### src/rtl/scd_pkg.sv
// Constants and types shared by the sample clock divider and direct-write block
package scd_pkg;

   // Register indices; the byte address is four times the index
   localparam logic [7:0] IDX_TX_CFG = 8'h40;
   localparam logic [7:0] IDX_TRX_DIV = 8'h60;
   localparam logic [7:0] IDX_VOICE_DIV = 8'h61;
   localparam logic [7:0] IDX_DW_I_BASE = 8'h60;
   localparam logic [7:0] IDX_DW_Q_BASE = 8'h70;
   localparam logic [7:0] IDX_DW_LAST = 8'h7F;

   // Field positions
   localparam int CFG_DW_BIT = 5;
   localparam int DW_CHAN_BIT = 4;
   localparam int TX_CODE_LSB = 4;
   localparam int RX_CODE_LSB = 0;

   // Values after reset
   localparam logic [7:0] TX_CFG_RST = 8'h00;
   localparam logic [7:0] TRX_DIV_RST = 8'h00;
   localparam logic [7:0] VOICE_DIV_RST = 8'h07;

   // Divider arithmetic
   localparam logic [4:0] TRX_RATIO_OFS = 5'h04;
   localparam logic [3:0] TRX_CODE_MAX = 4'hC;
   localparam logic [4:0] TRX_RATIO_MAX = 5'h10;
   localparam logic [4:0] VOICE_RATIO_TOP = 5'h10;
   localparam logic [4:0] VOICE_RATIO_MIN = 5'h08;
   localparam int CNT_W = 12;
   localparam int SYM_PER_SMP = 8;
   localparam int SMP_W = 12;

   // AXI responses
   localparam logic [1:0] RESP_OKAY = 2'b00;
   localparam logic [1:0] RESP_SLVERR = 2'b10;

   typedef enum logic [1:0] {
      W_IDLE = 2'b00,
      W_EXEC = 2'b01,
      W_RESP = 2'b11
   } scd_wstate_t;

   typedef enum logic [2:0] {
      K_NONE,
      K_CFG,
      K_TRX,
      K_VOICE,
      K_DW
   } scd_kind_t;

endpackage

### src/rtl/scd_stream_if.sv
// Valid/ready stream carrier between the register side and the sample buffer
`timescale 1ns/1ps
`default_nettype none
interface scd_stream_if #(parameter int WIDTH = 13) ();
   logic valid;
   logic ready;
   logic [WIDTH-1:0] data;
   modport src (output valid, output data, input ready);
   modport snk (input valid, input data, output ready);
endinterface
`default_nettype wire

### src/rtl/scd_sample_buffer.sv
// Small FIFO holding direct-write samples on their way to the transmit filter
`timescale 1ns/1ps
`default_nettype none
module scd_sample_buffer #(
   parameter int WIDTH = 13,
   parameter int DEPTH = 2
) (
   input wire logic aclk,     // Master clock
   input wire logic aresetn,  // Synchronous reset, active low
   scd_stream_if.snk in_s,    // Filling side
   scd_stream_if.src out_s    // Draining side
);
   localparam int PW = (DEPTH > 1) ? $clog2(DEPTH) : 1;
   localparam int CW = $clog2(DEPTH + 1);

   logic [WIDTH-1:0] mem_q [DEPTH];
   logic [PW-1:0] wr_q;
   logic [PW-1:0] rd_q;
   logic [CW-1:0] cnt_q;
   logic push;
   logic pop;

   assign in_s.ready = (cnt_q != CW'(DEPTH));
   assign out_s.valid = (cnt_q != '0);
   assign out_s.data = mem_q[rd_q];
   assign push = in_s.valid && in_s.ready;
   assign pop = out_s.valid && out_s.ready;

   function automatic logic [PW-1:0] bump(input logic [PW-1:0] p);
      return (p == PW'(DEPTH - 1)) ? '0 : PW'(p + 1'b1);
   endfunction

   always_ff @(posedge aclk) begin
      if (push) begin
         mem_q[wr_q] <= in_s.data;
      end
   end

   always_ff @(posedge aclk) begin
      if (!aresetn) begin
         wr_q <= '0;
         rd_q <= '0;
         cnt_q <= '0;
      end else begin
         if (push) begin
            wr_q <= bump(wr_q);
         end
         if (pop) begin
            rd_q <= bump(rd_q);
         end
         cnt_q <= CW'(cnt_q + CW'(push) - CW'(pop));
      end
   end
endmodule // scd_sample_buffer
`default_nettype wire

### src/rtl/scd_clock_divider.sv
// Sample clock dividers and transmit direct-write port behind an AXI4-Lite slave
// Operation
// - Divider registers reachable only while transmit config bit 5 is low.
// - Upper nibble is transmit ratio code+4, held at 16 for codes above 12; sample MCLK/(16r), symbol MCLK/(128r).
// - Lower nibble is receive ratio code+4, held at 16 for codes above 12; receive sample clock MCLK/(16r).
// - Voice divider bits 3:0 give 16 down to 9; bit 3 set gives 8.
// - Voice divider resets to code 0111, divide by nine.
// - Direct-write range reaches the filter only while config bit 5 is high.
// - Direct writes with address bit 4 clear go to I, else Q.
// - Sample bits 11:8 come from address bits 3:0, bits 7:0 from data.
// - Each assembled sample goes through a two-entry buffer to the selected transmit filter input.
//
// Register access over AXI4-Lite was decided locally.
`timescale 1ns/1ps
`default_nettype none
module scd_clock_divider import scd_pkg::*; #(
   parameter int ADDR_W = 12
) (
   input wire logic aclk,                 // Master clock
   input wire logic aresetn,              // Synchronous reset, active low
   input wire logic [ADDR_W-1:0] awaddr,  // Write address
   input wire logic [2:0] awprot,         // Unused protection bits
   input wire logic awvalid,              // Write address valid
   output logic awready,                  // Write address ready
   input wire logic [31:0] wdata,         // Write data
   input wire logic [3:0] wstrb,          // Write byte strobes
   input wire logic wvalid,               // Write data valid
   output logic wready,                   // Write data ready
   output logic [1:0] bresp,              // Write response
   output logic bvalid,                   // Write response valid
   input wire logic bready,               // Write response ready
   input wire logic [ADDR_W-1:0] araddr,  // Read address
   input wire logic [2:0] arprot,         // Unused protection bits
   input wire logic arvalid,              // Read address valid
   output logic arready,                  // Read address ready
   output logic [31:0] rdata,             // Read data
   output logic [1:0] rresp,              // Read response
   output logic rvalid,                   // Read data valid
   input wire logic rready,               // Read data ready
   output logic tx_sample_clk,            // Transmit sample clock
   output logic tx_symbol_clk,            // Transmit symbol clock
   output logic rx_sample_clk,            // Receive sample clock
   output logic voice_sample_clk,         // Voice codec sample clock
   output logic direct_write_mode,        // Range routed to the filter
   output logic filt_valid,               // Sample offered to the filter
   input wire logic filt_ready,           // Filter takes the sample
   output logic [SMP_W-1:0] filt_data,    // Sample value
   output logic filt_is_q                 // Sample is for the Q channel
);
   logic [7:0] cfg_q;
   logic [7:0] trx_div_q;
   logic [7:0] voice_div_q;
   scd_wstate_t wst_q;
   logic aw_got_q;
   logic w_got_q;
   logic [ADDR_W-1:0] awaddr_q;
   logic [31:0] wdata_q;
   logic [3:0] wstrb_q;
   logic [1:0] bresp_q;
   logic rvalid_q;
   logic [31:0] rdata_q;
   logic [1:0] rresp_q;
   scd_kind_t wkind;
   scd_kind_t rkind;
   logic [7:0] widx;
   logic exec_go;
   logic dw_push;

   scd_stream_if #(.WIDTH(SMP_W + 1)) push_if ();
   scd_stream_if #(.WIDTH(SMP_W + 1)) pop_if ();

   function automatic logic [7:0] addr_idx(input logic [ADDR_W-1:0] a);
      return 8'(a >> 2);
   endfunction

   function automatic scd_kind_t decode(input logic [7:0] idx, input logic dw);
      scd_kind_t k;
      k = K_NONE;
      if (idx == IDX_TX_CFG) begin
         k = K_CFG;
      end else if (dw && idx >= IDX_DW_I_BASE && idx <= IDX_DW_LAST) begin
         k = K_DW;
      end else if (!dw && idx == IDX_TRX_DIV) begin
         k = K_TRX;
      end else if (!dw && idx == IDX_VOICE_DIV) begin
         k = K_VOICE;
      end
      return k;
   endfunction

   function automatic logic [4:0] trx_ratio(input logic [3:0] code);
      return (code > TRX_CODE_MAX) ? TRX_RATIO_MAX : 5'(code + TRX_RATIO_OFS);
   endfunction

   function automatic logic [4:0] voice_ratio(input logic [3:0] code);
      return code[3] ? VOICE_RATIO_MIN : 5'(VOICE_RATIO_TOP - {2'b00, code[2:0]});
   endfunction

   assign direct_write_mode = cfg_q[CFG_DW_BIT];
   assign widx = addr_idx(awaddr_q);
   assign wkind = decode(widx, direct_write_mode);
   assign rkind = decode(addr_idx(araddr), direct_write_mode);

   // Write channel: address and data in either order, then execute, then respond
   assign awready = (wst_q == W_IDLE) && !aw_got_q;
   assign wready = (wst_q == W_IDLE) && !w_got_q;
   assign dw_push = (wst_q == W_EXEC) && (wkind == K_DW) && wstrb_q[0];
   assign exec_go = !dw_push || push_if.ready;
   assign bvalid = (wst_q == W_RESP);
   assign bresp = bresp_q;

   always_ff @(posedge aclk) begin
      if (!aresetn) begin
         aw_got_q <= 1'b0;
         awaddr_q <= '0;
      end else if (awvalid && awready) begin
         aw_got_q <= 1'b1;
         awaddr_q <= awaddr;
      end else if (wst_q == W_EXEC && exec_go) begin
         aw_got_q <= 1'b0;
      end
   end

   always_ff @(posedge aclk) begin
      if (!aresetn) begin
         w_got_q <= 1'b0;
         wdata_q <= '0;
         wstrb_q <= '0;
      end else if (wvalid && wready) begin
         w_got_q <= 1'b1;
         wdata_q <= wdata;
         wstrb_q <= wstrb;
      end else if (wst_q == W_EXEC && exec_go) begin
         w_got_q <= 1'b0;
      end
   end

   always_ff @(posedge aclk) begin
      if (!aresetn) begin
         wst_q <= W_IDLE;
         bresp_q <= RESP_OKAY;
      end else begin
         unique case (wst_q)
            W_IDLE: begin
               if (aw_got_q && w_got_q) begin
                  wst_q <= W_EXEC;
               end
            end
            W_EXEC: begin
               if (exec_go) begin
                  wst_q <= W_RESP;
                  bresp_q <= (wkind == K_NONE) ? RESP_SLVERR : RESP_OKAY;
               end
            end
            W_RESP: begin
               if (bready) begin
                  wst_q <= W_IDLE;
               end
            end
            default: begin
               wst_q <= W_IDLE;
            end
         endcase
      end
   end

   // Register stores; byte lane 0 carries every field
   always_ff @(posedge aclk) begin
      if (!aresetn) begin
         cfg_q <= TX_CFG_RST;
         trx_div_q <= TRX_DIV_RST;
         voice_div_q <= VOICE_DIV_RST;
      end else if (wst_q == W_EXEC && exec_go && wstrb_q[0]) begin
         if (wkind == K_CFG) begin
            cfg_q <= wdata_q[7:0];
         end
         if (wkind == K_TRX) begin
            trx_div_q <= wdata_q[7:0];
         end
         if (wkind == K_VOICE) begin
            voice_div_q <= wdata_q[7:0];
         end
      end
   end

   // Direct-write samples into the buffer towards the filter
   assign push_if.valid = dw_push;
   assign push_if.data = {widx[DW_CHAN_BIT], widx[3:0], wdata_q[7:0]};

   scd_sample_buffer #(.WIDTH(SMP_W + 1), .DEPTH(2)) u_buf (
      .aclk(aclk),
      .aresetn(aresetn),
      .in_s(push_if),
      .out_s(pop_if)
   );

   assign pop_if.ready = filt_ready;
   assign filt_valid = pop_if.valid;
   assign filt_data = pop_if.data[SMP_W-1:0];
   assign filt_is_q = pop_if.data[SMP_W];

   // Read channel: one outstanding read, answered the cycle after the address
   assign arready = !rvalid_q;
   assign rvalid = rvalid_q;
   assign rdata = rdata_q;
   assign rresp = rresp_q;

   always_ff @(posedge aclk) begin
      if (!aresetn) begin
         rvalid_q <= 1'b0;
         rdata_q <= '0;
         rresp_q <= RESP_OKAY;
      end else if (arvalid && arready) begin
         rvalid_q <= 1'b1;
         rresp_q <= (rkind == K_NONE || rkind == K_DW) ? RESP_SLVERR : RESP_OKAY;
         unique case (rkind)
            K_CFG: rdata_q <= {24'h000000, cfg_q};
            K_TRX: rdata_q <= {24'h000000, trx_div_q};
            K_VOICE: rdata_q <= {24'h000000, voice_div_q};
            default: rdata_q <= '0;
         endcase
      end else if (rready) begin
         rvalid_q <= 1'b0;
      end
   end

   // Sample clock dividers: index 0 transmit, 1 receive, 2 voice
   logic [CNT_W-1:0] per_new [3];
   logic [CNT_W-1:0] per_q [3];
   logic [CNT_W-1:0] cnt_q [3];
   logic [2:0] clk_q;
   logic [2:0] wrap;
   logic [2:0] sym_cnt_q;
   logic sym_clk_q;

   assign per_new[0] = CNT_W'({trx_ratio(trx_div_q[TX_CODE_LSB +: 4]), 4'h0});
   assign per_new[1] = CNT_W'({trx_ratio(trx_div_q[RX_CODE_LSB +: 4]), 4'h0});
   assign per_new[2] = CNT_W'({voice_ratio(voice_div_q[3:0]), 7'h00});

   always_comb begin
      for (int i = 0; i < 3; i++) begin
         wrap[i] = ({1'b0, cnt_q[i]} + 13'h0001) >= {1'b0, per_q[i]};
      end
   end

   always_ff @(posedge aclk) begin
      if (!aresetn) begin
         for (int i = 0; i < 3; i++) begin
            cnt_q[i] <= '0;
            per_q[i] <= '0;
         end
         clk_q <= '0;
      end else begin
         for (int i = 0; i < 3; i++) begin
            if (wrap[i]) begin
               cnt_q[i] <= '0;
               per_q[i] <= per_new[i];
               clk_q[i] <= 1'b1;
            end else begin
               cnt_q[i] <= CNT_W'(cnt_q[i] + 1'b1);
               clk_q[i] <= CNT_W'(cnt_q[i] + 1'b1) < (per_q[i] >> 1);
            end
         end
      end
   end

   // Symbol clock: eight transmit sample periods, high for the first four
   always_ff @(posedge aclk) begin
      if (!aresetn) begin
         sym_cnt_q <= '0;
         sym_clk_q <= 1'b0;
      end else if (wrap[0]) begin
         sym_cnt_q <= 3'(sym_cnt_q + 1'b1);
         sym_clk_q <= 3'(sym_cnt_q + 1'b1) < 3'(SYM_PER_SMP / 2);
      end
   end

   assign tx_sample_clk = clk_q[0];
   assign rx_sample_clk = clk_q[1];
   assign voice_sample_clk = clk_q[2];
   assign tx_symbol_clk = sym_clk_q;
endmodule // scd_clock_divider
`default_nettype wire

### config.mk
export PLATFORM = sky130hd
export DESIGN_NAME = scd_clock_divider
export DESIGN_NICKNAME = d
export VERILOG_FILES = /design/src/rtl/scd_pkg.sv /design/src/rtl/scd_stream_if.sv /design/src/rtl/scd_sample_buffer.sv /design/src/rtl/scd_clock_divider.sv
export SDC_FILE = /design/constraint.sdc
export NUM_CORES = 1
export LEC_CHECK = 0
export ABC_AREA = 1
export BUFFER_PORTS_ARGS = -buffer_cell sky130_fd_sc_hd__buf_2
export CAP_MARGIN = 20
export CELL_PAD_IN_SITES_DETAIL_PLACEMENT = 0
export CELL_PAD_IN_SITES_GLOBAL_PLACEMENT = 1
export CORE_ASPECT_RATIO = 0.75
export CORE_UTILIZATION = 46
export DETAILED_ROUTE_END_ITERATION = 10
export PLACE_DENSITY = 0.85
export RECOVER_POWER = 50
export SETUP_SLACK_MARGIN = 0.3
export SYNTH_ARGS = -nofsm -noshare
export SYNTH_HDL_FRONTEND = slang
export SYNTH_SLANG_ARGS = --single-unit
### constraint.sdc
create_clock -name aclk -period 7.1 [get_ports aclk]
set_input_delay 1.42 -clock aclk [delete_from_list [all_inputs] [get_ports aclk]]
set_output_delay 1.42 -clock aclk [all_outputs]
set_load 0.1 [all_outputs]
Yosys cells after proc, flatten, opt, wreduce, memory -nomap -nowiden. Memories as Yosys holds them, arrays and structs flattened. A register that Yosys moved wholly into a read port is not among the register bits. Index checks and enable logic that the tools add are counted.

Memory bits (read-only): 0. Flip-flop bits (word level): 95. Output and inout bits: 60. Bits in writable memories: 86. Latch bits: 0. Memories kept: 3.

Eq/ne operators: 20. Order comparisons: 13. Reductions and logical operators: 39. Mux-type cells: 60. Add/subtract/negate cells: 14. Multiply operators: 0. Shifts and indexed selects: 0. Div/mod/pow operators: 0. Bitwise logic cells: 9.

Memory list: cnt_q (words 3, bits a word 12, rd ports 3, clocked after Yosys merged registers in 0, wr ports 3, line scd_clock_divider.sv:230) `logic [CNT_W-1:0] cnt_q [3];`; u_buf.mem_q (words 2, bits a word 13, rd ports 1, clocked after Yosys merged registers in 1, wr ports 1, line scd_sample_buffer.sv:16) `logic [WIDTH-1:0] mem_q [DEPTH];`; per_q (words 3, bits a word 8, rd ports 3, clocked after Yosys merged registers in 0, wr ports 3, line scd_clock_divider.sv:229) `logic [CNT_W-1:0] per_q [3];`.

Operators with widths (count): 12-bit 2-to-1 mux (6); 8-bit by 7-bit == test with 1-bit output (second input constant) (6); 12-bit by 1-bit adder with 13-bit output (second input constant) (3); 13-bit by 12-bit greater-or-equal comparator with 1-bit output (3); 12-bit by 1-bit adder with 12-bit output (second input constant) (3); 12-bit by 11-bit less-than comparator with 1-bit output (3); 1-bit 2-to-1 mux (33); 8-bit 2-to-1 mux (3); 8-bit case mux with 3 select lines (1); 1-bit logical AND (20); 2-bit 2-to-1 mux (9); 8-bit by 7-bit greater-or-equal comparator with 1-bit output (second input constant) (2); 8-bit by 7-bit <= comparator with 1-bit output (second input constant) (2); 5-bit 2-to-1 mux (3); 3-bit by 2-bit == test with 1-bit output (second input constant) (4); 3-bit 2-to-1 mux (4); 4-bit by 3-bit adder with 5-bit output (second input constant) (2); 1-bit OR (9); 4-bit > comparator (second input constant) (2); 2-bit AND reduction (4); 2-bit nonzero test (4); 3-bit by 1-bit == test with 1-bit output (second input constant) (2); 3-bit == test (second input constant) (2); 3-bit zero test (2); 15 further kinds (23).

Longest topological paths before layout. Gate-level depths: netlist (run 1).

Depth after elaboration: 14. Depth in mapped cells: 18. Mapped depth without buffers: 18.

Modules after synthesis. Synthesis (run 1) repeated with hierarchy kept, for this count alone.

Cells, all modules: 862. Area, all modules: 7505.9 um2.

Modules (own cells, without submodules): scd_clock_divider (cells an instance 786, area an instance 6284.8 um2, seq. area each 2792.7 um2, times used 1); scd_sample_buffer (cells an instance 76, area an instance 1221.2 um2, seq. area each 880.8 um2, times used 1).

Least setup slack after synthesis (run 1). No wires, ideal clock.

Path type: register -> output. From: reg wst_q[1]. To: out awready. Buffers on the path: 0. Arrival time: 1.910 ns. Stages on the path, launching flop included: 4. Setup slack: 3.770 ns. Cells stage by stage: dfxtp_1 nor2_1 inv_1 nor2_1.

Cells in the longest elaborated chain, start to end: 2.

Ends and longest elaborated chain: start, declared (line scd_clock_divider.sv:53) `scd_wstate_t wst_q;`; start signal, assigned (line scd_clock_divider.sv:140) `wst_q <= W_IDLE;`; start signal, assigned (line scd_clock_divider.sv:146) `wst_q <= W_EXEC;`; start signal, assigned (line scd_clock_divider.sv:151) `wst_q <= W_RESP;`; 2-bit zero test (line scd_clock_divider.sv:105) `assign awready = (wst_q == W_IDLE) && !aw_got_q;`; 1-bit logical AND (line scd_clock_divider.sv:105); end, declared (line scd_clock_divider.sv:24) `output logic awready,`.

No other way between the ends.

Worst setup path in the final report (run 1).
From: in aresetn. To: reg w_got_q.

RTL lines: start, declared (line scd_clock_divider.sv:20) `input wire logic aresetn,`; end signal, assigned (line scd_clock_divider.sv:126) `w_got_q <= 1'b0;`; end signal, assigned (line scd_clock_divider.sv:130) `w_got_q <= 1'b1;`; end signal, assigned (line scd_clock_divider.sv:134) `w_got_q <= 1'b0;`; end, declared (line scd_clock_divider.sv:55) `logic w_got_q;`.

No word-level cell between the ends.

==> impl_results.md, run 1 <==
- Met3 routed WL: 801 microns
- Root Buffer: clkbuf_16
- Largest net degree at the start of global routing: 48
- Share of layout cells above drive strength 1: 15.1%
- PnR worst setup slack: 2.70 ns
- EDFF count, synth: 77
- Met1 WL: 8.12 mm
- Main synth FF type: edfxtp_1
- TNS Setup: 0 ns
- TritonRoute pass-1 iters: 4
- Min cycle time layout: 4.40 ns
- Fmax: 227 MHz
- CTS H-Tree Depth: 4
- Synth Instances: 824
- Pre-CTS WS: 3.54 ns
- GRT Util Overall: 19.4%
- Most used standard cell by instance count after synthesis: nand2_1
- Post-CTS setup buffer count: 0
- Failing checks: max-capacitance violations, max-slew violations
- Filler cells: 1446
- Cell area after synthesis: 7450 sq um
- Area growth, synth to finish: 14.9%
- Worst-path fanout max: 47
- Chip width: 149 microns
- Vias in the first global route: 5013
- PortBufs: 66
- Die area: 16700 sq um
- Synth cell types: 48
- IO Pins: 134
- First-pass GRT wire length: 24.9 mm
- Clock Latency Late Sink: 0.43 ns
- Worst Clk Skew: 0.00803 ns
- CTS tree: yes
- # DRC: 0
- CP Launch Type: input port
- Leakage Power: 0.00367 uW
- DR iter-0 viols: 337
- R2R setup slack: 3.90 ns
- Antenna diode instance count: 0
- GPL Wtd Cong: 0.864
- Met2 WL: 5.99 mm
- Top-area cell type share of the netlist area: 31.0%
- CP arrival: 4.73 ns
- Clock buffer depth: 2
- Max Cap Violations: 1
- Critical Setup Path Class: in -> reg
- WP data required: 7.43 ns
- Synthesis Warnings: 0
- RSZ-0062 raised after global routing: false
- Pwr dens: 251 nW/um^2
- CP Capture Type: register
- CORE AREA: 15500 sq um
- Yosys reg bits: 145
- Part of the cycle the worst path needs: 62.0%
- FF+latch area: 3670 sq um
- Synth top area cells: edfxtp_1 31%, dfxtp_1 18%, nand2_1 6.6%
- Hold Crit Class: reg -> reg
- Highest metal used: met4
- Slew margin rel.: -37.9%
- Post-synthesis async set-or-reset flop share: 0%
- Syn_area_per_cell: 9.05 sq um
- Post-route ant nets: 0
- Initial antenna violation count: 0
- DR vias/cell: 4.82
- Dpl hpwl: 11.2 mm
- Synth area leader: edfxtp_1
- Initial Util: 48.0%
- Routed wire length: 15.1 mm
- Remaining Overflow, GRT: 0
- Final-report max-slew violation count: 48
- Clock slew seen by the registers of the worst setup and hold paths: 0.06 ns
- Seq/Total Area, Yosys: 49.3%
- Worst-margin pin slew: 2.07 ns
- Top post-synthesis cells by count: 132 x nand2_1, 117 x inv_1, 77 x edfxtp_1, 74 x a21oi_1, 68 x dfxtp_1
- Core Rows: 39
- Max VDD drop: 164 uV
- Sink Count: 145
- Wire per inst: 13.1 microns
- Final hold viol count: 0
- CTS Hold Buffers Added: 0
- Total number of vias: 5562
- Area of the multi-input gates: 3310 sq um
- NumNets Final: 1049
- Total CTS buffers: 17
- # resized after CTS: 0
- Status: complete, but fails checks
- # setup viols final: 0
- Chip Height: 112 microns
-- cell families (layout without fill, tap and decap cells) --
kind of cell | Yosys count | in the layout | synth area share (%)
buffers and inverters | 160 | 220 | 9.65
other | 2 | 68 | 0.101
adder cells (fa/ha/maj) | 38 | 38 | 6.38
AO/OA/AOI/OAI | 141 | 141 | 10.6
AND/OR/NAND/NOR | 307 | 307 | 19.9
XOR/XNOR | 18 | 18 | 2.11
multiplexers | 13 | 13 | 1.96
flip-flops | 145 | 145 | 49.3
-- placed cells by master (no fill, tap or decap), drive strengths merged, types with 2 or more instances in the layout --
master / n
a21oi: 75
buf: 49
clkbuf: 38
clkinv: 7
conb: 68
dfxtp: 68
edfxtp: 77
ha: 38
inv: 124
mux2: 13
nand2: 143
nand3: 39
nand3b: 4
nand4: 14
nor2: 88
nor3: 12
nor3b: 2
o211ai: 10
o21a: 4
o21ai: 43
o21bai: 2
o221ai: 4
or2: 3
xnor2: 6
xor2: 12
-- metrics by stage --
step           cells  utilization [%]  hold slack (ns)  total power, uW  area, sq um
6_report        1155             55.2            0.458             2150         8570
5_1_grt         1155             55.2            0.470             2230         8570
4_1_cts         1153             55.3            0.455             2160         8580
3_5_place_dp    1121             51.7            0.447             1310         8020
3_3_place_gp    1121             51.7            0.435             1310         8020
2_1_floorplan    890                -            0.422             1260         7700
-- sequential cells by signal (all words and copies together) (netlist names), 8 cells and up, named ones only --
register	count
cnt_q	36
u_buf.mem_q	26
per_q	15
awaddr_q	8
cfg_q	8
rdata	8
trx_div_q	8
voice_div_q	8
wdata_q	8
-- worst paths after layout --
kind                                   from      endpoint  depth (start not counted)
worst max register to register  cnt_q[2][0]  cnt_q[2][10]                         15
worst min-delay path             u_buf.rd_q    u_buf.rd_q                          1
worst max-delay path                aresetn       w_got_q                          3
worst min register to register   u_buf.rd_q    u_buf.rd_q                          1
-- power by group --
| part | switching (uW) | internal, uW |
|---|---|---|
| sequential | 34.0 | 924 |
| combinational | 263 | 72.8 |
| clock | 368 | 488 |
-- metal layers --
metal  track usage [%]  vias to the layer above
met5                 0                        -
met4              6.33                        0
li1                  -                     2884
met2              26.5                      141
met3              5.20                       19
met1              29.4                     2518
-- area by class of cell --
cell class,count,share of cell area (%)
clock buffers,19,5.05
clock inverters,13,1.49
inverters,120,5.26
multi-input cells,585,38.6
flip-flops and latches,145,42.9
well taps,205,2.99
repair buffers,68,3.70
-- critical path: stages --
cell,delay (ns)
clkbuf_1,1.44
clkinv_1,1.44
a21oi_1,0.41
No activity file was read; power rests on OpenSTA's default activity.
==> run 2, diff against run 1 <==
--- a/config.mk
+++ b/config.mk
@@ -11,9 +11,9 @@
 export CELL_PAD_IN_SITES_DETAIL_PLACEMENT = 0
 export CELL_PAD_IN_SITES_GLOBAL_PLACEMENT = 1
 export CORE_ASPECT_RATIO = 0.75
-export CORE_UTILIZATION = 46
+export CORE_UTILIZATION = 38
 export DETAILED_ROUTE_END_ITERATION = 10
-export PLACE_DENSITY = 0.85
+export PLACE_DENSITY = 0.75
 export RECOVER_POWER = 50
 export SETUP_SLACK_MARGIN = 0.3
 export SYNTH_ARGS = -nofsm -noshare
==> constraint.sdc (replaced) <==
create_clock -name aclk -period 3.7 [get_ports aclk]
set_input_delay 0.74 -clock aclk [delete_from_list [all_inputs] [get_ports aclk]]
set_output_delay 0.74 -clock aclk [all_outputs]
set_load 0.1 [all_outputs]
==> run 2 against run 1 <==
The flow still finishes with violations (max-capacitance violations, max-slew violations). Non-clock buffer count rose by 3. Count of clock-buffer cells in the layout fell by 1. Largest cell class unchanged. Critical path type is now reg -> reg. Flip-flop and latch count did not move. Global-route usage fell by 3.2 points. Die area rose by 21%. Via count fell by 2.0%. Sequential share of layout area fell by 0.38 points.
==> impl_results.md, run 2 (same netlist as run 1, synthesis figures left out) <==
- Slowest CP cell: edfxtp_1
- Share of layout cells above drive strength 1: 15.1%
- GPL Wtd Cong: 0.792
- R2R setup slack: 0.67 ns
- Hold Slack: 0.459 ns
- RSZ-0062 raised after global routing: false
- Met1 WL: 8.05 mm
- Largest net degree at the start of global routing: 25
- Max Cap Violations: 1
- Post-CTS setup buffer count: 0
- Worst-margin pin slew: 1.52 ns
- CTS tree: yes
- Total CTS buffers: 17
- Dpl hpwl: 11.3 mm
- Critical Setup Path Class: reg -> reg
- WP data required: 3.88 ns
- CP arrival: 3.20 ns
- Antenna diode instance count: 0
- Routed wire length: 15.0 mm
- CP Capture Point: per_q[0][2]
- DR iter-0 viols: 227
- GRT Util Overall: 16.3%
- IO Pins: 134
- Clock buffer depth: 2
- Met3 routed WL: 557 microns
- FF-to-FF Start: cnt_q[2][0]
- Most frequent CP cell: nand2_2
- Failing checks: max-capacitance violations, max-slew violations
- Clock slew seen by the registers of the worst setup and hold paths: 0.07 ns
- Initial antenna violation count: 0
- CORE AREA: 18800 sq um
- NumNets Final: 1052
- DR vias/cell: 4.54
- Max FFs per register: 36
- Fin cells: 1200
- Max VDD drop: 317 uV
- TNS Setup: 0 ns
- Most flops, register: cnt_q
- Worst stage delay on the critical path: 0.44 ns
- Area growth, synth to finish: 15.9%
- Chip Height: 123 microns
- Total number of vias: 5449
- Wire per inst: 12.5 microns
- Highest metal used: met4
- CP cell instances: ha_1, nand2_2, nor3_1, nand3_1, nand2_1, inv_1, nor2_1, ha_1, a21oi_1, o211ai_1, nor2_2, nand2_2, nand2_2, nand3_4, nand2_4, nor2_2
- Min cycle time layout: 3.03 ns
- PortBufs: 66
- # setup viols final: 0
- Sink Count: 145
- CTS H-Tree Depth: 4
- Leakage Power: 0.00369 uW
- DP Cell Count: 1168
- Final hold viol count: 0
- Initial Util: 39.6%
- Fmax: 330 MHz
- TritonRoute pass-1 iters: 5
- FF-to-FF End: per_q[0][2]
- R2R depth: 16
- Top flop regs: cnt_q: 36 flops, u_buf.mem_q: 26 flops, per_q: 15 flops
- Met2 WL: 6.31 mm
- Hold Crit Class: reg -> reg
- Part of the cycle the worst path needs: 81.8%
- CP startpoint: cnt_q[2][0]
- Commonest non-fill, non-tap cell in the layout: nand2_1
- Root Buffer: clkbuf_16
- Most frequent cells in the layout: 132 x nand2_1, 117 x inv_1, 77 x edfxtp_1
- Pre-CTS WS: 0.648 ns
- Post-route ant nets: 0
- Chip width: 164 microns
- PnR worst setup slack: 0.674 ns
- Remaining Overflow, GRT: 0
- Worst Clk Skew: 0.0112 ns
- Die area: 20200 sq um
- Slew margin rel.: -1.84%
- Fin util: 45.9%
- Pwr dens: 483 nW/um^2
- First-pass GRT wire length: 25.2 mm
- Status: complete, but fails checks
- Vias in the first global route: 5157
- CP Capture Type: register
- Worst-path fanout max: 6
- Core Rows: 43
- Clock Latency Late Sink: 0.42 ns
- # DRC: 0
- Final-report max-slew violation count: 17
- CP Launch Type: register
[run 2: cell types whose count changed in the layout (fill, tap and decap cells not counted), sizes merged]
cell / delta
inv: +6
clkinv: -5
bufinv: -1
clkbuf: +2
clkinvlp: +1
[run 2: area by class of cell]
type / instances / area [sq um]
clock buffers: 18 / 450
clock inverters: 14 / 131
fillers: 1869 / 10200
inverters: 120 / 450
multi-input cells: 585 / 3300
flip-flops and latches: 145 / 3670
well taps: 247 / 309
repair buffers: 71 / 328
[run 2: layer usage]
metal	GRT usage (%)	vias up
met1	23.0	2459
li1	-	2897
met3	4.23	7
met2	24.2	86
met4	5.15	0
met5	0	-
[run 2: worst max-delay path: cells and delay by family, from the launching register on]
kind	cells	cell delay, ns
simple gates	11	1.45
buf+inv	1	0.05
fa+ha+maj	2	0.58
flops	1	0.44
compound gates	2	0.26
[run 2: timing repair]
action	in CTS	in global routing
gates resized for setup	0	1
hold buffers	0	0
endpoints found under the setup margin	0	3
[run 2: power by group]
part           internal, uW  switching (uW)  total, uW
clock network           934             760       1690
logic                   141             502        642
registers              1770            62.7       1830
[run 2: worst min-delay path by stage]
stage | from | end | slack [ns] | cells after the start
6_report | u_buf.rd_q | u_buf.rd_q | 0.46 | 1
2_1_floorplan | u_buf.cnt_q[1] | u_buf.cnt_q[1] | 0.42 | 1
3_5_place_dp | u_buf.cnt_q[1] | u_buf.cnt_q[1] | 0.44 | 1
3_3_place_gp | u_buf.rd_q | u_buf.rd_q | 0.43 | 1
5_1_grt | u_buf.rd_q | u_buf.rd_q | 0.48 | 1
4_1_cts | u_buf.cnt_q[1] | u_buf.cnt_q[1] | 0.46 | 1
[run 2: stage by stage]
step	cell area (sq um)	total power (uW)
after global placement	8110	2510
after global routing	8640	4360
after floorplan	7700	2420
final	8640	4170
after detailed placement	8110	2520
after CTS	8690	4230
==> run 3, diff against run 2 <==
--- a/config.mk
+++ b/config.mk
@@ -11,9 +11,9 @@
 export CELL_PAD_IN_SITES_DETAIL_PLACEMENT = 0
 export CELL_PAD_IN_SITES_GLOBAL_PLACEMENT = 1
 export CORE_ASPECT_RATIO = 0.75
-export CORE_UTILIZATION = 38
+export CORE_UTILIZATION = 42
 export DETAILED_ROUTE_END_ITERATION = 10
-export PLACE_DENSITY = 0.75
+export PLACE_DENSITY = 0.78
 export RECOVER_POWER = 50
 export SETUP_SLACK_MARGIN = 0.3
 export SYNTH_ARGS = -nofsm -noshare
==> constraint.sdc (replaced) <==
create_clock -name aclk -period 2.8 [get_ports aclk]
set_input_delay 0.56 -clock aclk [delete_from_list [all_inputs] [get_ports aclk]]
set_output_delay 0.56 -clock aclk [all_outputs]
set_load 0.1 [all_outputs]
==> run 3 against run 2 <==
The run now ends clean. Combinational power is 44% higher. Clock power rose by 26%. Power is 31% higher. Sequential share of layout area down 2.4 points. Global-route usage up 1.7 points. Non-clock buffer count is 40 higher. Cell area is 6.0% higher. Critical path depth grew 1. Worst hold slack worse by 0.045 ns. Sequential power grew 33%. Die area is 9.4% lower. Clock skew fell by 0.0026 ns. Critical path type unchanged. Critical endpoint is now per_q[0][0]. Highest routed layer unchanged.
==> impl_results.md, run 3 (same netlist as run 1, synthesis figures left out) <==
- Hold Crit Class: in -> reg
- IO Pins: 134
- Slew margin rel.: 20.2%
- Initial Util: 43.6%
- GPL Wtd Cong: 0.813
- CP Launch Type: register
- Initial antenna violation count: 0
- WP data required: 2.98 ns
- Clock slew seen by the registers of the worst setup and hold paths: 0.06 ns
- Combinational power share: 16.8%
- CP arrival: 2.83 ns
- GRT Util Overall: 18.0%
- # DRC: 0
- Pwr dens: 598 nW/um^2
- DR vias/cell: 4.65
- Status: complete, no violations
- CTS H-Tree Depth: 4
- Worst Clk Skew: 0.00861 ns
- TritonRoute pass-1 iters: 5
- Wire per inst: 12.8 microns
- Total CTS buffers: 17
- Sink Count: 145
- DR iter-0 viols: 296
- Die area: 18300 sq um
- Internal power: 3790 uW
- Dpl hpwl: 11.3 mm
- Post-route ant nets: 0
- NumNets Final: 1094
- First-pass GRT wire length: 25.7 mm
- Cell area after placement: 8260 sq um
- CORE AREA: 17100 sq um
- Min cycle time layout: 2.65 ns
- Share of power burned in the clock network: 38.9%
- Pre-CTS WS: 0.0192 ns
- Antenna diode instance count: 0
- Chip width: 156 microns
- Max Cap Violations: 0
- Area growth, synth to finish: 22.9%
- Commonest non-fill, non-tap cell in the layout: nand2_1
- Vias in the first global route: 5341
- Fmax: 377 MHz
- # setup viols final: 0
- Design area: 9170 sq um
- Switch Pwr: 1680 uW
- CTS tree: yes
- Final-report max-slew violation count: 0
- Clock Latency Late Sink: 0.42 ns
- Core Rows: 41
- PnR worst setup slack: 0.148 ns
- Total number of vias: 5723
- Clock buffer depth: 2
- Max VDD drop: 384 uV
- Sw frac: 30.7%
- CP Capture Type: register
- Share of layout cells above drive strength 1: 22.7%
- Most flops, register: cnt_q
- Critical Setup Path Class: reg -> reg
- Largest net degree at the start of global routing: 47
- Chip Height: 117 microns
- Leakage Power: 0.00389 uW
- Top flop regs: cnt_q: 36 flops, u_buf.mem_q: 26 flops, per_q: 15 flops
- Final hold viol count: 0
- Max FFs per register: 36
- RSZ-0062 raised after global routing: true
- CTS Hold Buffers Added: 0
- Most frequent cells in the layout: 124 x nand2_1, 114 x inv_1, 77 x edfxtp_1
- Filler cells: 1611
- PortBufs: 66
- Part of the cycle the worst path needs: 94.7%
- Remaining Overflow, GRT: 0
- Root Buffer: clkbuf_16
- Sequential power share: 44.3%
- Routed wire length: 15.8 mm
- Worst-path fanout max: 6
- Worst-margin pin slew: 1.20 ns
-- run 3: changes by cell type in the layout (fill, tap and decap cells not counted), moves of 5 or more --
cell,before,now
inv_8,6,1
nand2_1,132,124
nor2_2,17,25
buf_4,0,40
inv_4,0,5
ha_1,38,32
nor2_1,67,58
nand2_2,6,13
-- run 3: layout make-up --
cell class,instances,area (sq um),share of cell area (%)
Clock inverter,10,71.3,0.778
Timing Repair Buffer,111,636,6.94
Tap cell,236,295,3.22
Clock buffer,22,478,5.22
Inverter,120,467,5.09
Multi-Input combinational cell,587,3540,38.7
Sequential cell,145,3670,40.1
-- run 3: repair_timing --
action / CTS / global route
hold endpoints to repair: 0 / 0
setup buffers: 13 / 13
pin swaps: 12 / 21
cloned: 0 / 2
endpoints found under the setup margin: 64 / 66
resized for setup: 15 / 39
-- run 3: power by group through the flow --
stage	Sequential (uW)	Combinational [uW]	Clock, uW
global placement	2470	867	0
detailed placement	2470	871	0
global route	2440	1000	2260
CTS	2430	893	2170
floorplan	2510	695	0
finish	2430	923	2130
-- run 3: critical path, cell delays in order (launching register included) --
cell	delay, ns
edfxtp_1	0.43
ha_2	0.21
nand2_2	0.09
nor2_4	0.05
a31o_2	0.24
nand2_2	0.08
inv_2	0.06
ha_4	0.25
a21oi_2	0.13
nand2_1	0.06
nand2_1	0.05
nand3_1	0.07
nand2_2	0.10
nand4_4	0.11
nand2_2	0.12
nand3_4	0.16
nand2_4	0.14
nor2_2	0.04
-- run 3: per-stage QoR --
| step | std cells | total power (uW) | hold WS (ns) | setup TNS (ns) | util, % |
|---|---|---|---|---|---|
| global placement | 1171 | 3340 | 0.434 | 0 | 48.3 |
| finish | 1231 | 5480 | 0.414 | 0 | 53.7 |
| global route | 1231 | 5700 | 0.401 | -0.0143 | 53.7 |
| floorplan | 890 | 3210 | 0.422 | 0 | - |
| detailed placement | 1171 | 3340 | 0.443 | 0 | 48.3 |
| CTS | 1216 | 5490 | 0.388 | 0 | 52.5 |
-- run 3: worst paths after layout --
check / start / endpoint / slack (ns) / depth (start not counted)
max reg2reg: cnt_q[0][0] / per_q[0][0] / 0.15 / 17
min: awaddr[7] / awaddr_q[7] / 0.41 / 3
min reg2reg: u_buf.rd_q / u_buf.rd_q / 0.45 / 1
max: cnt_q[0][0] / per_q[0][0] / 0.15 / 17
-- run 3: metal layers --
metal	vias to the layer above	wire length, microns	share of wire [%]	track usage (%)
li1	2981	-	-	-
met1	2619	7830	50	25.3
met2	109	7020	44	27.1
met3	14	746	4.7	3.77
met4	0	183	1.2	6.56
met5	-	0	0	0
